$ cat src/include/lrp_cfg.svh
// Purpose: constants of the locality register port
// Assumes: byte sub-addresses on a two-wire serial link
// Notes:   definitions only
`ifndef LRP_CFG_SVH
`define LRP_CFG_SVH
`define LRP_DEV_ADDR_RST   7'h2E
`define LRP_A_LOC_SEL      8'h00
`define LRP_A_ACCESS       8'h04
`define LRP_A_INT_EN       8'h08
`define LRP_A_INT_FLAGS    8'h10
`define LRP_A_INT_SUP      8'h14
`define LRP_A_STS          8'h18
`define LRP_A_STS1         8'h19
`define LRP_A_STS3         8'h1B
`define LRP_A_HASH_END     8'h20
`define LRP_A_DATA         8'h24
`define LRP_A_HASH_START   8'h28
`define LRP_A_LINK_CAP     8'h30
`define LRP_A_BUS_ADDR     8'h38
`define LRP_A_CSUM_EN      8'h40
`define LRP_A_CSUM         8'h44
`define LRP_A_IDENT        8'h48
`define LRP_A_REV          8'h4C
`define LRP_FILL           8'hFF
`define LRP_LOC_RST        8'h00
`define LRP_LOC4           8'h04
`define LRP_INT_EN_MASK    32'h8000_0087
`define LRP_INT_SUP_VAL    32'h0000_0087
`define LRP_LINK_CAP_VAL   32'h0000_0000
`define LRP_IDENT_VAL      32'h0000_0000
`define LRP_REV_VAL        8'h00
`define LRP_ACC_ACTIVE_BIT 5
`define LRP_ACC_REQ_BIT    1
`define LRP_ACC_VALID_BIT  7
`endif

$ cat src/include/lrp_pkg.sv
// Purpose: types of the locality register port
// Assumes: lrp_cfg.svh holds all numbers
// Notes:   none
package lrp_pkg;
  typedef enum logic [2:0] {
    LRP_IDLE, LRP_ADDR, LRP_ACK, LRP_RX, LRP_TX, LRP_TXACK, LRP_SKIP
  } lrp_state_t;
endpackage

$ cat src/hw/lrp_port.sv
// Purpose: serial target front end with locality-gated register set
// Assumes: scl and sda sampled on i_ref_clk (250 MHz), link far slower
// Notes:   command engine, arbitration and checksum math stay outside
`timescale 1ns/1ps
`default_nettype none
`include "lrp_cfg.svh"

// Function
// - low-active interrupt pin flags response ready
// - status/data gated by active locality, else 0xFF
// - hash-start claims locality four when idle
// - hash-end releases locality four while locality select is four
// - common registers reachable regardless of locality
// - nack wrong address or when busy
// - nack write byte that cannot be taken
// - nacked transfer discards its received bytes
// - first write byte selects sub-address
// - multi-byte values go least byte first
// - invalid or past-end reads return 0xFF, except status begun at 0x19 or 0x1B, which wraps to byte 0
// - overrun write of up to four bytes still updates start register
// - full-length write at base is applied
// - base read returns low bytes first
// - single-byte status writes at 0x18, 0x1B
// - middle status byte 0x19 ignores writes
// - two-byte read at 0x19 gives status bits
// - single read at 0x1B gives top status
// - locality select resets zero, holds writes
// - locality select frozen during measurement
// - stretch clock when data not ready
module lrp_port
  import lrp_pkg::*;
(
  input  wire logic        i_ref_clk,      // 250 MHz device clock
  input  wire logic        i_srst,         // sync reset, high
  input  wire logic        i_scl,          // link clock pin
  input  wire logic        i_sda,          // link data pin
  output logic             o_scl_oe,       // hold scl low (stretch)
  output logic             o_sda_oe,       // pull sda low
  output logic             o_sda_o,        // sda drive value, always 0
  output logic             o_host_irq_n,   // interrupt pin, low active
  input  wire logic        i_busy,         // core cannot serve a cycle
  input  wire logic [31:0] i_sts,          // module status from core
  input  wire logic [31:0] i_irq_flags,    // interrupt flags from core
  input  wire logic        i_resp_valid,   // core has a buffer byte
  input  wire logic [7:0]  i_resp_data,    // buffer byte from core
  output logic             o_resp_pop,     // tied low, core pops bytes on its own
  output logic             o_wr_stb,       // committed write pulse
  output logic [7:0]       o_wr_addr,      // its sub-address
  output logic [7:0]       o_wr_data,      // its byte
  output logic             o_hash_start,   // measurement began
  output logic             o_hash_end,     // measurement ended
  output logic [7:0]       o_locality_sel, // current locality
  output logic [31:0]      o_int_enable,   // interrupt enable register
  output logic             o_loc4_active   // locality four owns module
);
  localparam int WQ = 4; // pending bytes held for commit

  typedef struct packed {
    lrp_state_t  st;
    logic        scl_p, sda_p;
    logic [3:0]  bit_n;
    logic [7:0]  sh;
    logic        rd;
    logic        first;
    logic [7:0]  sub;
    logic [7:0]  base;
    logic [2:0]  wn;
    logic [WQ-1:0][7:0] wq;
    logic        nacked;
    logic        ack_out;
    logic        sda_oe, scl_oe;
    logic [7:0]  loc_sel;
    logic [31:0] int_en;
    logic        loc4;
    logic [7:0]  acc_req;
    logic [6:0]  dev_addr;
    logic        csum_en;
    logic        irq_n;
    logic        wr_stb;
    logic [7:0]  wr_addr, wr_data;
    logic        hs, he;
  } lrp_st_t;
  lrp_st_t q, d;

  logic scl_s, sda_s;
  logic tx_valid, tx_ready;
  logic [7:0] tx_byte;
  logic buf_push, buf_rdy, buf_flush;
  logic [7:0] buf_din;

  // ---------------------------------------------------------------
  // pin sampling
  // ---------------------------------------------------------------
  lrp_sync u_sync_scl (
    .i_ref_clk(i_ref_clk), .i_srst(i_srst), .i_pin(i_scl), .o_sync(scl_s)
  );
  lrp_sync u_sync_sda (
    .i_ref_clk(i_ref_clk), .i_srst(i_srst), .i_pin(i_sda), .o_sync(sda_s)
  );

  // read bytes pass a two-entry buffer so a late core stall loses nothing
  lrp_buf2 #(.W(8)) u_buf (
    .i_ref_clk(i_ref_clk), .i_srst(i_srst), .i_flush(buf_flush),
    .i_valid(buf_push), .o_ready(buf_rdy), .i_data(buf_din),
    .o_valid(tx_valid), .i_ready(tx_ready), .o_data(tx_byte)
  );

  // ---------------------------------------------------------------
  // read value of one sub-address
  // ---------------------------------------------------------------
  function automatic logic [7:0] rd_byte(input logic [7:0] a, input logic [7:0] b,
                                         input logic own, input logic [31:0] s,
                                         input lrp_st_t r, input logic [31:0] f,
                                         input logic [7:0] acc);
    logic [31:0] w;
    logic [1:0]  k;
    logic        ok;
    k  = 2'(a - b);
    ok = 1'b1;
    w  = 32'h0;
    case (b)
      `LRP_A_LOC_SEL:   begin w = {24'h0, r.loc_sel}; ok = (a == b); end
      `LRP_A_ACCESS:    begin w = {24'h0, acc}; ok = (a == b); end
      `LRP_A_INT_EN:    w = r.int_en;
      `LRP_A_INT_FLAGS: w = f;
      `LRP_A_INT_SUP:   w = `LRP_INT_SUP_VAL;
      `LRP_A_STS, `LRP_A_STS1, `LRP_A_STS3: begin
        k  = a[1:0]; // status alone may start mid-word
        w  = s;
        ok = own;
      end
      `LRP_A_LINK_CAP:  w = `LRP_LINK_CAP_VAL;
      `LRP_A_BUS_ADDR:  begin w = {25'h0, r.dev_addr}; ok = (k < 2'h2); end
      `LRP_A_CSUM_EN:   begin w = {31'h0, r.csum_en}; ok = (a == b); end
      `LRP_A_CSUM:      begin w = 32'h0; ok = (k < 2'h2); end
      `LRP_A_IDENT:     w = `LRP_IDENT_VAL; // arbitrary identity value
      `LRP_A_REV:       begin w = {24'h0, `LRP_REV_VAL}; ok = (a == b); end
      default:          ok = 1'b0; // invalid, hash commands, past end
    endcase
    if ((a - b) > 8'h3) ok = 1'b0;
    rd_byte = ok ? w[8*k +: 8] : `LRP_FILL; // least byte first
  endfunction

  // ---------------------------------------------------------------
  // link state machine and register file
  // ---------------------------------------------------------------
  always_comb begin
    logic rise, fall, start, stop, own, adv;
    logic [7:0] acc, cur;
    d = q;
    d.scl_p = scl_s;
    d.sda_p = sda_s;
    d.wr_stb = 1'b0;
    d.hs = 1'b0;
    d.he = 1'b0;
    rise  = scl_s && !q.scl_p;
    fall  = !scl_s && q.scl_p;
    start = scl_s && q.scl_p && q.sda_p && !sda_s;
    stop  = scl_s && q.scl_p && !q.sda_p && sda_s;
    own   = q.loc4 ? (q.loc_sel == `LRP_LOC4) : 1'b0;
    acc   = 8'h0;
    acc[`LRP_ACC_VALID_BIT]  = 1'b1;
    acc[`LRP_ACC_ACTIVE_BIT] = own;
    acc[`LRP_ACC_REQ_BIT]    = q.acc_req[0];
    adv = (q.base != `LRP_A_DATA);
    buf_push  = 1'b0;
    buf_flush = 1'b0;
    tx_ready  = 1'b0;
    cur = rd_byte(q.sub, q.base, own, i_sts, q, i_irq_flags, acc);
    buf_din = cur;
    // the data buffer byte comes from the core, all others from the map
    // a byte is fetched when one is due and the buffer is empty, so the
    // first byte of a read never waits on an earlier prefetch
    if (q.base == `LRP_A_DATA) begin
      buf_din  = own ? i_resp_data : `LRP_FILL;
      buf_push = q.rd && q.st == LRP_TX && q.bit_n == 4'h0 && !tx_valid && buf_rdy
                 && (i_resp_valid || !own);
    end else begin
      buf_push = q.rd && q.st == LRP_TX && q.bit_n == 4'h0 && !tx_valid && buf_rdy;
    end
    // commit queued write bytes at stop unless the transfer was refused
    if (stop && !q.rd && !q.nacked && q.wn != 3'h0) begin
      d.wr_stb  = 1'b1;
      d.wr_addr = q.base;
      d.wr_data = q.wq[0];
      case (q.base)
        `LRP_A_LOC_SEL: if (!q.loc4) d.loc_sel = q.wq[0];
        `LRP_A_ACCESS:  d.acc_req = q.wq[0];
        `LRP_A_INT_EN: if (q.wn >= 3'h4)
          d.int_en = {q.wq[3], q.wq[2], q.wq[1], q.wq[0]} & `LRP_INT_EN_MASK;
        `LRP_A_HASH_START: if (!q.loc4) begin
          d.loc4 = 1'b1;
          d.hs   = 1'b1;
        end
        `LRP_A_HASH_END: if (q.loc4 && q.loc_sel == `LRP_LOC4) begin
          d.loc4 = 1'b0;
          d.he   = 1'b1;
        end
        `LRP_A_BUS_ADDR: if (q.wn >= 3'h2) d.dev_addr = q.wq[0][6:0];
        `LRP_A_CSUM_EN: d.csum_en = q.wq[0][0];
        `LRP_A_STS, `LRP_A_STS3: if (!own) d.wr_stb = 1'b0;
        `LRP_A_STS1: d.wr_stb = 1'b0;
        default: ;
      endcase
    end
    case (q.st)
      LRP_IDLE: ;
      LRP_ADDR, LRP_RX: if (rise) begin
        d.sh    = {q.sh[6:0], sda_s};
        d.bit_n = q.bit_n + 4'h1;
      end else if (fall && q.bit_n == 4'h8) begin
        d.st = LRP_ACK;
        d.ack_out = 1'b1;
        if (q.st == LRP_ADDR) begin
          d.rd = q.sh[0];
          if (q.sh[7:1] != q.dev_addr || i_busy) d.ack_out = 1'b0;
          if (q.sh[7:1] == q.dev_addr && i_busy) d.nacked = 1'b1;
        end else if (q.first) begin
          d.sub   = q.sh;
          d.base  = q.sh;
          d.first = 1'b0;
        end else if (q.wn == 3'(WQ)) begin
          d.ack_out = 1'b0; // no room left in this transfer
          d.nacked  = 1'b1;
        end else begin
          d.wq[q.wn[1:0]] = q.sh;
          d.wn = q.wn + 3'h1;
          if (adv) d.sub = q.sub + 8'h1;
        end
        d.sda_oe = d.ack_out;
      end
      LRP_ACK: if (fall) begin
        d.sda_oe = 1'b0;
        d.bit_n  = 4'h0;
        if (!q.ack_out) d.st = LRP_SKIP;
        else if (q.rd) d.st = LRP_TX;
        else d.st = LRP_RX;
      end
      LRP_TX: begin
        // hold scl low until the byte is ready
        d.scl_oe = !tx_valid && !scl_s;
        if (tx_valid && q.bit_n == 4'h0 && !scl_s) d.sda_oe = !tx_byte[7];
        if (tx_valid && fall) begin
          d.bit_n = q.bit_n + 4'h1;
          if (q.bit_n == 4'h7) begin
            d.st = LRP_TXACK;
            d.sda_oe = 1'b0;
            tx_ready = 1'b1;
            if (adv) d.sub = q.sub + 8'h1;
          end else d.sda_oe = !tx_byte[3'h6 - q.bit_n[2:0]];
        end
      end
      LRP_TXACK: if (rise) begin
        d.ack_out = !sda_s;
      end else if (fall) begin
        d.bit_n = 4'h0;
        d.st = q.ack_out ? LRP_TX : LRP_SKIP;
        if (!q.ack_out) buf_flush = 1'b1;
      end
      default: begin
        d.sda_oe = 1'b0;
        d.scl_oe = 1'b0;
      end
    endcase
    if (start) begin
      d.st = LRP_ADDR;
      d.bit_n = 4'h0;
      d.first = 1'b1;
      d.wn = 3'h0;
      d.nacked = 1'b0;
      d.sda_oe = 1'b0;
      d.scl_oe = 1'b0;
      d.ack_out = 1'b0;
      buf_flush = 1'b1;
    end
    if (stop) begin
      d.st = LRP_IDLE;
      d.sda_oe = 1'b0;
      d.scl_oe = 1'b0;
    end
    d.irq_n = !(i_irq_flags[0] && q.int_en[0] && q.int_en[31]) &&
              !(|(i_irq_flags[7:1] & q.int_en[7:1]) && q.int_en[31]);
  end

  always_ff @(posedge i_ref_clk) begin
    if (i_srst) begin
      q <= '0;
      q.scl_p <= 1'b1;
      q.sda_p <= 1'b1;
      q.st <= LRP_IDLE;
      q.loc_sel <= `LRP_LOC_RST;
      q.dev_addr <= `LRP_DEV_ADDR_RST;
      q.irq_n <= 1'b1;
    end else q <= d;
  end

  // ---------------------------------------------------------------
  // outputs from flip-flops, o_sda_o and o_resp_pop tied low
  // ---------------------------------------------------------------
  assign o_scl_oe = q.scl_oe;
  assign o_sda_oe = q.sda_oe;
  assign o_sda_o = 1'b0;
  assign o_host_irq_n = q.irq_n;
  assign o_resp_pop = 1'b0; // buffer bytes are taken by the core on its own pop
  assign o_wr_stb = q.wr_stb;
  assign o_wr_addr = q.wr_addr;
  assign o_wr_data = q.wr_data;
  assign o_hash_start = q.hs;
  assign o_hash_end = q.he;
  assign o_locality_sel = q.loc_sel;
  assign o_int_enable = q.int_en;
  assign o_loc4_active = q.loc4;
endmodule
`default_nettype wire

$ cat src/hw/lrp_sync.sv
// Purpose: two-flop synchroniser for one pin
// Assumes: input from another domain
// Notes:   first flop read only by the second
`timescale 1ns/1ps
`default_nettype none
module lrp_sync (
  input  wire logic i_ref_clk, // device clock
  input  wire logic i_srst,    // sync reset
  input  wire logic i_pin,     // raw pin
  output logic      o_sync     // synchronised level
);
  typedef struct packed { logic m; logic s; } lrp_sync_st_t;
  lrp_sync_st_t q, d;
  // shift through two stages; idle level is high on the bus
  always_comb begin
    d   = q;
    d.m = i_pin;
    d.s = q.m;
  end
  always_ff @(posedge i_ref_clk) begin
    if (i_srst) q <= '1;
    else q <= d;
  end
  assign o_sync = q.s;
endmodule
`default_nettype wire

$ cat src/hw/lrp_buf2.sv
// Purpose: two-entry valid/ready buffer for read bytes
// Assumes: same clock on both sides
// Notes:   full and empty are exact
`timescale 1ns/1ps
`default_nettype none
module lrp_buf2 #(
  parameter int W = 8 // word width
) (
  input  wire logic         i_ref_clk, // device clock
  input  wire logic         i_srst,    // sync reset
  input  wire logic         i_flush,   // drop all words
  input  wire logic         i_valid,   // write side valid
  output logic              o_ready,   // write side ready
  input  wire logic [W-1:0] i_data,    // write data
  output logic              o_valid,   // read side valid
  input  wire logic         i_ready,   // read side ready
  output logic [W-1:0]      o_data     // read data
);
  typedef struct packed {
    logic [1:0][W-1:0] mem; logic [1:0] cnt;
  } lrp_buf_st_t;
  lrp_buf_st_t q, d;
  initial if (W < 1) $error("lrp_buf2: width must be positive");
  assign o_ready = (q.cnt != 2'h2);
  assign o_valid = (q.cnt != 2'h0);
  assign o_data  = q.mem[0];
  // entry 0 is always the head, so a pop shifts entry 1 down
  always_comb begin
    logic push;
    logic pop;
    push = i_valid && o_ready;
    pop  = o_valid && i_ready;
    d = q;
    if (pop) begin
      d.mem[0] = q.mem[1];
      d.cnt    = q.cnt - 2'h1;
    end
    if (push) d.mem[d.cnt[0]] = i_data;
    if (push) d.cnt = d.cnt + 2'h1;
    if (i_flush) d.cnt = 2'h0;
  end
  always_ff @(posedge i_ref_clk) begin
    if (i_srst) q <= '0;
    else q <= d;
  end
endmodule
`default_nettype wire

$ cat config.mk
export PLATFORM = sky130hd
export DESIGN_NAME = lrp_port
export DESIGN_NICKNAME = d
export VERILOG_FILES = /design/src/include/lrp_pkg.sv /design/src/hw/lrp_port.sv /design/src/hw/lrp_sync.sv /design/src/hw/lrp_buf2.sv
export VERILOG_INCLUDE_DIRS = /design/src /design/src/include
export SDC_FILE = /design/constraint.sdc
export NUM_CORES = 1
export LEC_CHECK = 0
export CAP_MARGIN = 20
export CORE_MARGIN = 8
export CORE_UTILIZATION = 40
export DETAILED_ROUTE_END_ITERATION = 10
export DONT_BUFFER_PORTS = 1
export SYNTH_ARGS = -nofsm -noshare
export SYNTH_HDL_FRONTEND = slang
export SYNTH_SLANG_ARGS = --single-unit
$ cat constraint.sdc
create_clock -name i_ref_clk -period 3.2 [get_ports i_ref_clk]
set_input_delay 0.32 -clock i_ref_clk [delete_from_list [all_inputs] [get_ports i_ref_clk]]
set_output_delay 0.32 -clock i_ref_clk [all_outputs]
set_load 0.005 [all_outputs]
## Word level (Yosys, flattened, before mapping)

Cells that the tools add are included.

| storage, ports and cells | value |
|---|---|
| register bits | 139 |
| latch bits | 0 |
| RAM bits | 0 |
| ROM bits | 0 |
| input bits | 78 |
| output and inout bits | 65 |
| logic and storage cells | 287 |
| memories kept | 0 |

| operators by class | value |
|---|---|
| add/sub/neg operators | 7 |
| multiply operators | 0 |
| div/mod/pow operators | 0 |
| order comparisons | 9 |
| equality and inequality tests | 54 |
| shifts and indexed selects | 1 |
| muxes and demuxes | 77 |
| bitwise gates (word level) | 10 |
| reduce and logical (&&, ||, !) cells | 91 |

Operators with widths:

| kind | number |
|---|---|
| $pmux 32 s8 | 1 |
| $mux 55 | 2 |
| $mux 8 | 12 |
| $mux 52 | 1 |
| $eq 8x5->1 const B | 5 |
| $eq 8x6->1 const B | 5 |
| $mux 37 | 1 |
| $mux 35 | 1 |
| $bwmux 32 | 1 |
| $eq 8x7->1 const B | 4 |
| $shiftx 32x6->8 | 1 |
| $logic_and 1x1->1 | 30 |
| $mux 3 | 9 |
| $mux 1 | 26 |
| $ne 2x2->1 const B | 12 |
| $ne 3x3->1 const B | 6 |
| $bwmux 16 | 1 |
| $demux 8 s2 | 1 |
| $eq 8x3->1 const B | 2 |
| $pmux 4 s4 | 1 |
| $pmux 8 s2 | 1 |
| $reduce_and 4->1 | 4 |
| $reduce_and 8->1 | 2 |
| $reduce_or 2->1 | 8 |
| other kinds (58) | 112 |

## Logic depth before layout (Yosys ltp)

| logic depth | value |
|---|---|
| depth after elaboration | 13 |
| depth in mapped cells | 11 |
| depth with buffers taken out | 10 |

## Hierarchy

Synthesis repeated with hierarchy kept, for this count alone.

| unflattened totals | value |
|---|---|
| cells, all modules | 888 |
| area total of the unflattened synthesis | 7240.7 um^2 |

Modules (own cells, without submodules):

| module | instances | cells each | area an instance (um^2) | seq. area each (um^2) |
|---|---|---|---|---|
| lrp_port | 1 | 788 | 6246.0 | 1881.8 |
| lrp_buf2 | 1 | 92 | 889.6 | 360.3 |
| lrp_sync | 2 | 4 | 52.6 | 40.0 |

## Worst setup path after synthesis

No wires, ideal clock.

| timing | value |
|---|---|
| path kind | register to register |
| start | register q[124] in the netlist's numbering |
| end | register u_buf.q[10] in the netlist's numbering |
| setup time | 0.132 ns |
| arrival time | 2.512 ns |
| required time | 3.068 ns |
| slack | 0.556 ns |
| stages on the path, launching flop included | 12 |
| path buffers | 1 |
| clock period less this slack | 2.644 ns |
| path through | dfxtp_1 inv_1 ha_1 fa_1 xnor2_1 a21oi_1 nand2_1 a2111oi_0 o221ai_2 buf_6 o31ai_1 a21oi_1 |

| between the ends | value |
|---|---|
| cells in the longest elaborated chain, start to end | 7 |
| elaborated cells between the ends (all ways) | 11 |
| those cells by class | add/sub: 1; order compare: 2; eq/ne: 1; shift: 1; mux: 6 |

RTL lines:

| element | RTL line | RTL |
|---|---|---|
| start: declaration | lrp_port.sv:83 | `lrp_st_t q, d;` |
| parallel branches: the longest is 4 deep, another holds $sub 8x8->8 | n/a |  |
| $mux 8 (no line) (*) | n/a |  |
| $mux 8 (*) | lrp_port.sv:174 | `` if (q.base == `LRP_A_DATA) begin `` |
| $bwmux 16 (*) | lrp_buf2.sv:38 | `if (push) d.mem[d.cnt[0]] = i_data;` |
| end signal: assignment | lrp_buf2.sv:43 | `if (i_srst) q <= '0;` |
| end signal: assignment | lrp_buf2.sv:44 | `else q <= d;` |
| end: declaration | lrp_buf2.sv:22 | `lrp_buf_st_t q, d;` |

Every way passes the cells marked *.
A chain may end at the register's enable or synchronous reset.

## Worst setup path in the final report

| timing | value |
|---|---|
| start | register q[120] in the netlist's numbering |
| end | register u_buf.q[13] in the netlist's numbering |

| between the ends | value |
|---|---|
| cells in the longest elaborated chain, start to end | 7 |
| elaborated cells between the ends (all ways) | 32 |
| those cells by class | add/sub: 1; order compare: 1; eq/ne: 15; shift: 1; mux: 8; reduce/logical: 6 |

RTL lines:

| element | RTL line | RTL |
|---|---|---|
| $eq 8x5->1, or another cell as far along | lrp_port.sv:121 | `case (b)` |
| $reduce_or 3->1, or another cell as far along | lrp_port.sv:121 |  |
| $pmux 32 s8, or another cell as far along | lrp_port.sv:121 |  |
| $shiftx 32x6->8 / $mux 1 (equally long branches) | lrp_port.sv:141, lrp_port.sv:140 |  |
| $mux 8 (no line) | n/a |  |
| $mux 8 | lrp_port.sv:174 |  |
| $bwmux 16 | lrp_buf2.sv:38 |  |

Several ways; a longest one is shown, not always the timed one.

==> impl_metrics.env <==
export IMPL_status="finished, final reports clean"
export IMPL_yosysSeqAreaShare_pct=31.5
export IMPL_synth_area_um2=7360
export IMPL_clock_skew_ns=0.0113
export IMPL_final_cell_mix="120 x nand2_1, 116 x dfxtp_1, 87 x nor2_1"
export IMPL_die_area_um2=23000
export IMPL_swShare_pct=22.3
export IMPL_port_buffers=0
export IMPL_whs_ns=0.0195
export IMPL_synthFlopType="dfxtp_1"
export IMPL_max_freq_ghz=0.347
export IMPL_tns_ns=0
export IMPL_async_reset_ff_share_pct=0
export IMPL_areaGrowthSynthToFinish_pct=7.28
export IMPL_end_kind="flip-flop"
export IMPL_hold_viol=0
export IMPL_critical_path_class="flip-flop to flip-flop"
export IMPL_p_switching_w=0.000776
export IMPL_slew_viol_final=0
export IMPL_place_ws_ns=0.352
export IMPL_ios=143
export IMPL_cts_root_buf="clkbuf_16"
export IMPL_mostFrequentLayoutCell="nand2_1"
export IMPL_ant_nets=0
export IMPL_dieHeight_um=152
export IMPL_postSynthCellCount=897
export IMPL_max_slew_margin_pct=33.3
export IMPL_cts_max_level=4
export IMPL_initialDrtViolationCount=543
export IMPL_finalWirelength_mm=22.5
export IMPL_worstSkewPairLatency_ns=0.41
export IMPL_worst_slew_pin_slew_ns=0.998
export IMPL_grt_max_degree=43
export IMPL_clkPwrFrac_pct=56.1
export IMPL_rsz0062_at_grt="no"
export IMPL_synth_edf_count=0
export IMPL_arrival_ns=3.14
export IMPL_seqPwrFrac_pct=41.9
export IMPL_clk_pin_slew_ns=0.06
export IMPL_setup_violations=0
export IMPL_n_antenna_cell=0
export IMPL_ys_types=86
export IMPL_min_path_type="primary input to flip-flop"
export IMPL_yosys_warnings=0
export IMPL_grt_pass1_wl_mm=34.2
export IMPL_rows=49
export IMPL_core_um2=18000
export IMPL_drive_gt1_share_pct=12.8
export IMPL_startpoint_type="flip-flop"
export IMPL_fin_crit_ns=2.88
export IMPL_die_w_um=152
export IMPL_grtUsageTotal_pct=19.2
export IMPL_hpwlAfterDp_mm=16.0
export IMPL_ys_seq_elements=116
export IMPL_gp_congestion=0.878
export IMPL_p_leak_nw=2.92
export IMPL_cts_tree="yes"
export IMPL_finalCritPeriodShare_pct=90.1
export IMPL_clock_sinks=116
export IMPL_internal_power_w=0.00270
export IMPL_timing_final_ws_setup_ns=0.316
export IMPL_start_util_pct=40.8
export IMPL_wire_per_inst_um=20.3
export IMPL_firstDrtPassIters=6
export IMPL_antenna_found_initial=0
export IMPL_viasPerCell=5.74
export IMPL_clockBufferDepth=2
export IMPL_syn_avg_cell_area_um2=8.21
export IMPL_drc=0
export IMPL_powerDensity_nw_per_um2=440
export IMPL_grt_pass1_vias=5965
export IMPL_nNetsFinal=960
export IMPL_crit_fanout=13
export IMPL_cts_buffers=17
export IMPL_critPathRequiredTime_ns=3.45
export IMPL_overflow=0
export IMPL_peakVddDrop_mv=0.309
export IMPL_drv_cap=0
export IMPL_vias=6349
export IMPL_combPwrFrac_pct=2.0
==> metrics by stage <==
step,instance area [um^2],util [%],instances,power (W)
2_1_floorplan,7470,-,925,0.00156
4_1_cts,7870,43.7,1105,0.00351
6_report,7900,43.8,1107,0.00347
5_1_grt,7900,43.8,1107,0.00359
3_3_place_gp,7200,39.9,1068,0.00153
3_5_place_dp,7200,39.9,1068,0.00153
==> critical path: stages (launching register included) <==
cell and delay, ns:
dfxtp_1 0.58, inv_1 0.11, ha_1 0.38, nand3_1 0.11, nand2b_1 0.11, a22oi_1 0.09
a2111oi_0 0.48, o221ai_2 0.30, buf_12 0.22, o31ai_1 0.25, a21oi_1 0.10
==> logic make-up (layout without fill, tap and decap cells) <==
group / after synthesis / in the layout / share of synthesized area, %
and+or+nand+nor: 355 / 355 / 24.3
AOI/OAI and AO/OA: 209 / 209 / 20.5
buffers and inverters: 132 / 85 / 11.1
DFF: 116 / 116 / 31.5
muxes: 46 / 46 / 6.95
xor gates and xnor gates: 22 / 22 / 2.72
adders and majority gates: 16 / 16 / 2.82
other: 1 / 29 / 0.0509
==> cell usage after synthesis (9+ instances only) <==
cell,count,area (um^2)
a211oi_1,9,67.6
ha_1,15,188
xnor2_1,11,96.3
nand4_1,10,62.6
nor2_1,87,327
o21ai_0,19,95.1
mux2i_1,34,340
a22o_1,12,105
a221oi_1,10,87.6
inv_1,22,82.6
o31ai_1,17,128
and3_1,9,56.3
or2_2,10,62.6
nand2_1,120,450
nor3_1,22,110
nand3_1,21,105
nand2b_1,21,131
clkbuf_1,25,93.8
a21oi_1,75,375
a32oi_1,10,87.6
nor2b_1,15,93.8
xor2_1,10,87.6
buf_4,61,458
buf_2,14,70.1
dfxtp_1,116,2320
==> power groups by stage <==
| stage | registers [W] | clock network, W | logic (W) |
|---|---|---|---|
| after global placement | 0.00149 | 0 | 0.0000406 |
| after detailed placement | 0.00149 | 0 | 0.0000409 |
| after CTS | 0.00145 | 0.00199 | 0.0000686 |
| after floorplan | 0.00148 | 0 | 0.0000767 |
| after global routing | 0.00145 | 0.00205 | 0.0000773 |
| final | 0.00145 | 0.00195 | 0.0000703 |
==> repair_timing <==
action | in CTS | in global routing
gates resized for setup | 0 | 0
endpoints found under the setup margin | 0 | 1
setup buffers | 0 | 2
endpoints found under the hold margin | 18 | 0
hold buffers | 6 | 0
==> area by class of cell <==
class | count | area, um^2
clock buffers | 17 | 425
repair buffers | 32 | 278
clock inverters | 14 | 175
fillers | 1807 | 10100
flip-flops and latches | 116 | 2320
inverters | 22 | 82.6
well taps | 229 | 287
multi-input cells | 677 | 4330
==> sequential cells by signal, summed over array words and instances, names as in the netlist, 5 cells and up <==
name,flops
o_int_enable,5
o_locality_sel,8
o_wr_addr,8
o_wr_data,8
q,58
u_buf.o_data,8
u_buf.q,10
==> worst paths after layout <==
path / from / end / slack (ns) / cells past startpoint
max: q[120]$_SDFFE_PP0P_ / u_buf.q[13]$_SDFFE_PP0P_ / 0.32 / 10
min: i_srst / q[22]$_SDFFE_PP1P_ / 0.02 / 1
max reg2reg: q[120]$_SDFFE_PP0P_ / u_buf.q[13]$_SDFFE_PP0P_ / 0.32 / 10
min reg2reg: u_sync_sda.d[0]$_SDFF_PP1_ / u_sync_sda.o_sync$_SDFF_PP1_ / 0.41 / 1
==> metal layers <==
layer | GRT usage, % | up-vias | share of wire (%)
met1 | 25.8 | 3019 | 44
li1 | - | 3054 | -
met3 | 4.75 | 25 | 7.8
met4 | 5.68 | 0 | 1.5
met5 | 0 | - | 0
met2 | 29.7 | 251 | 47
(Power assumes the default switching activity.)
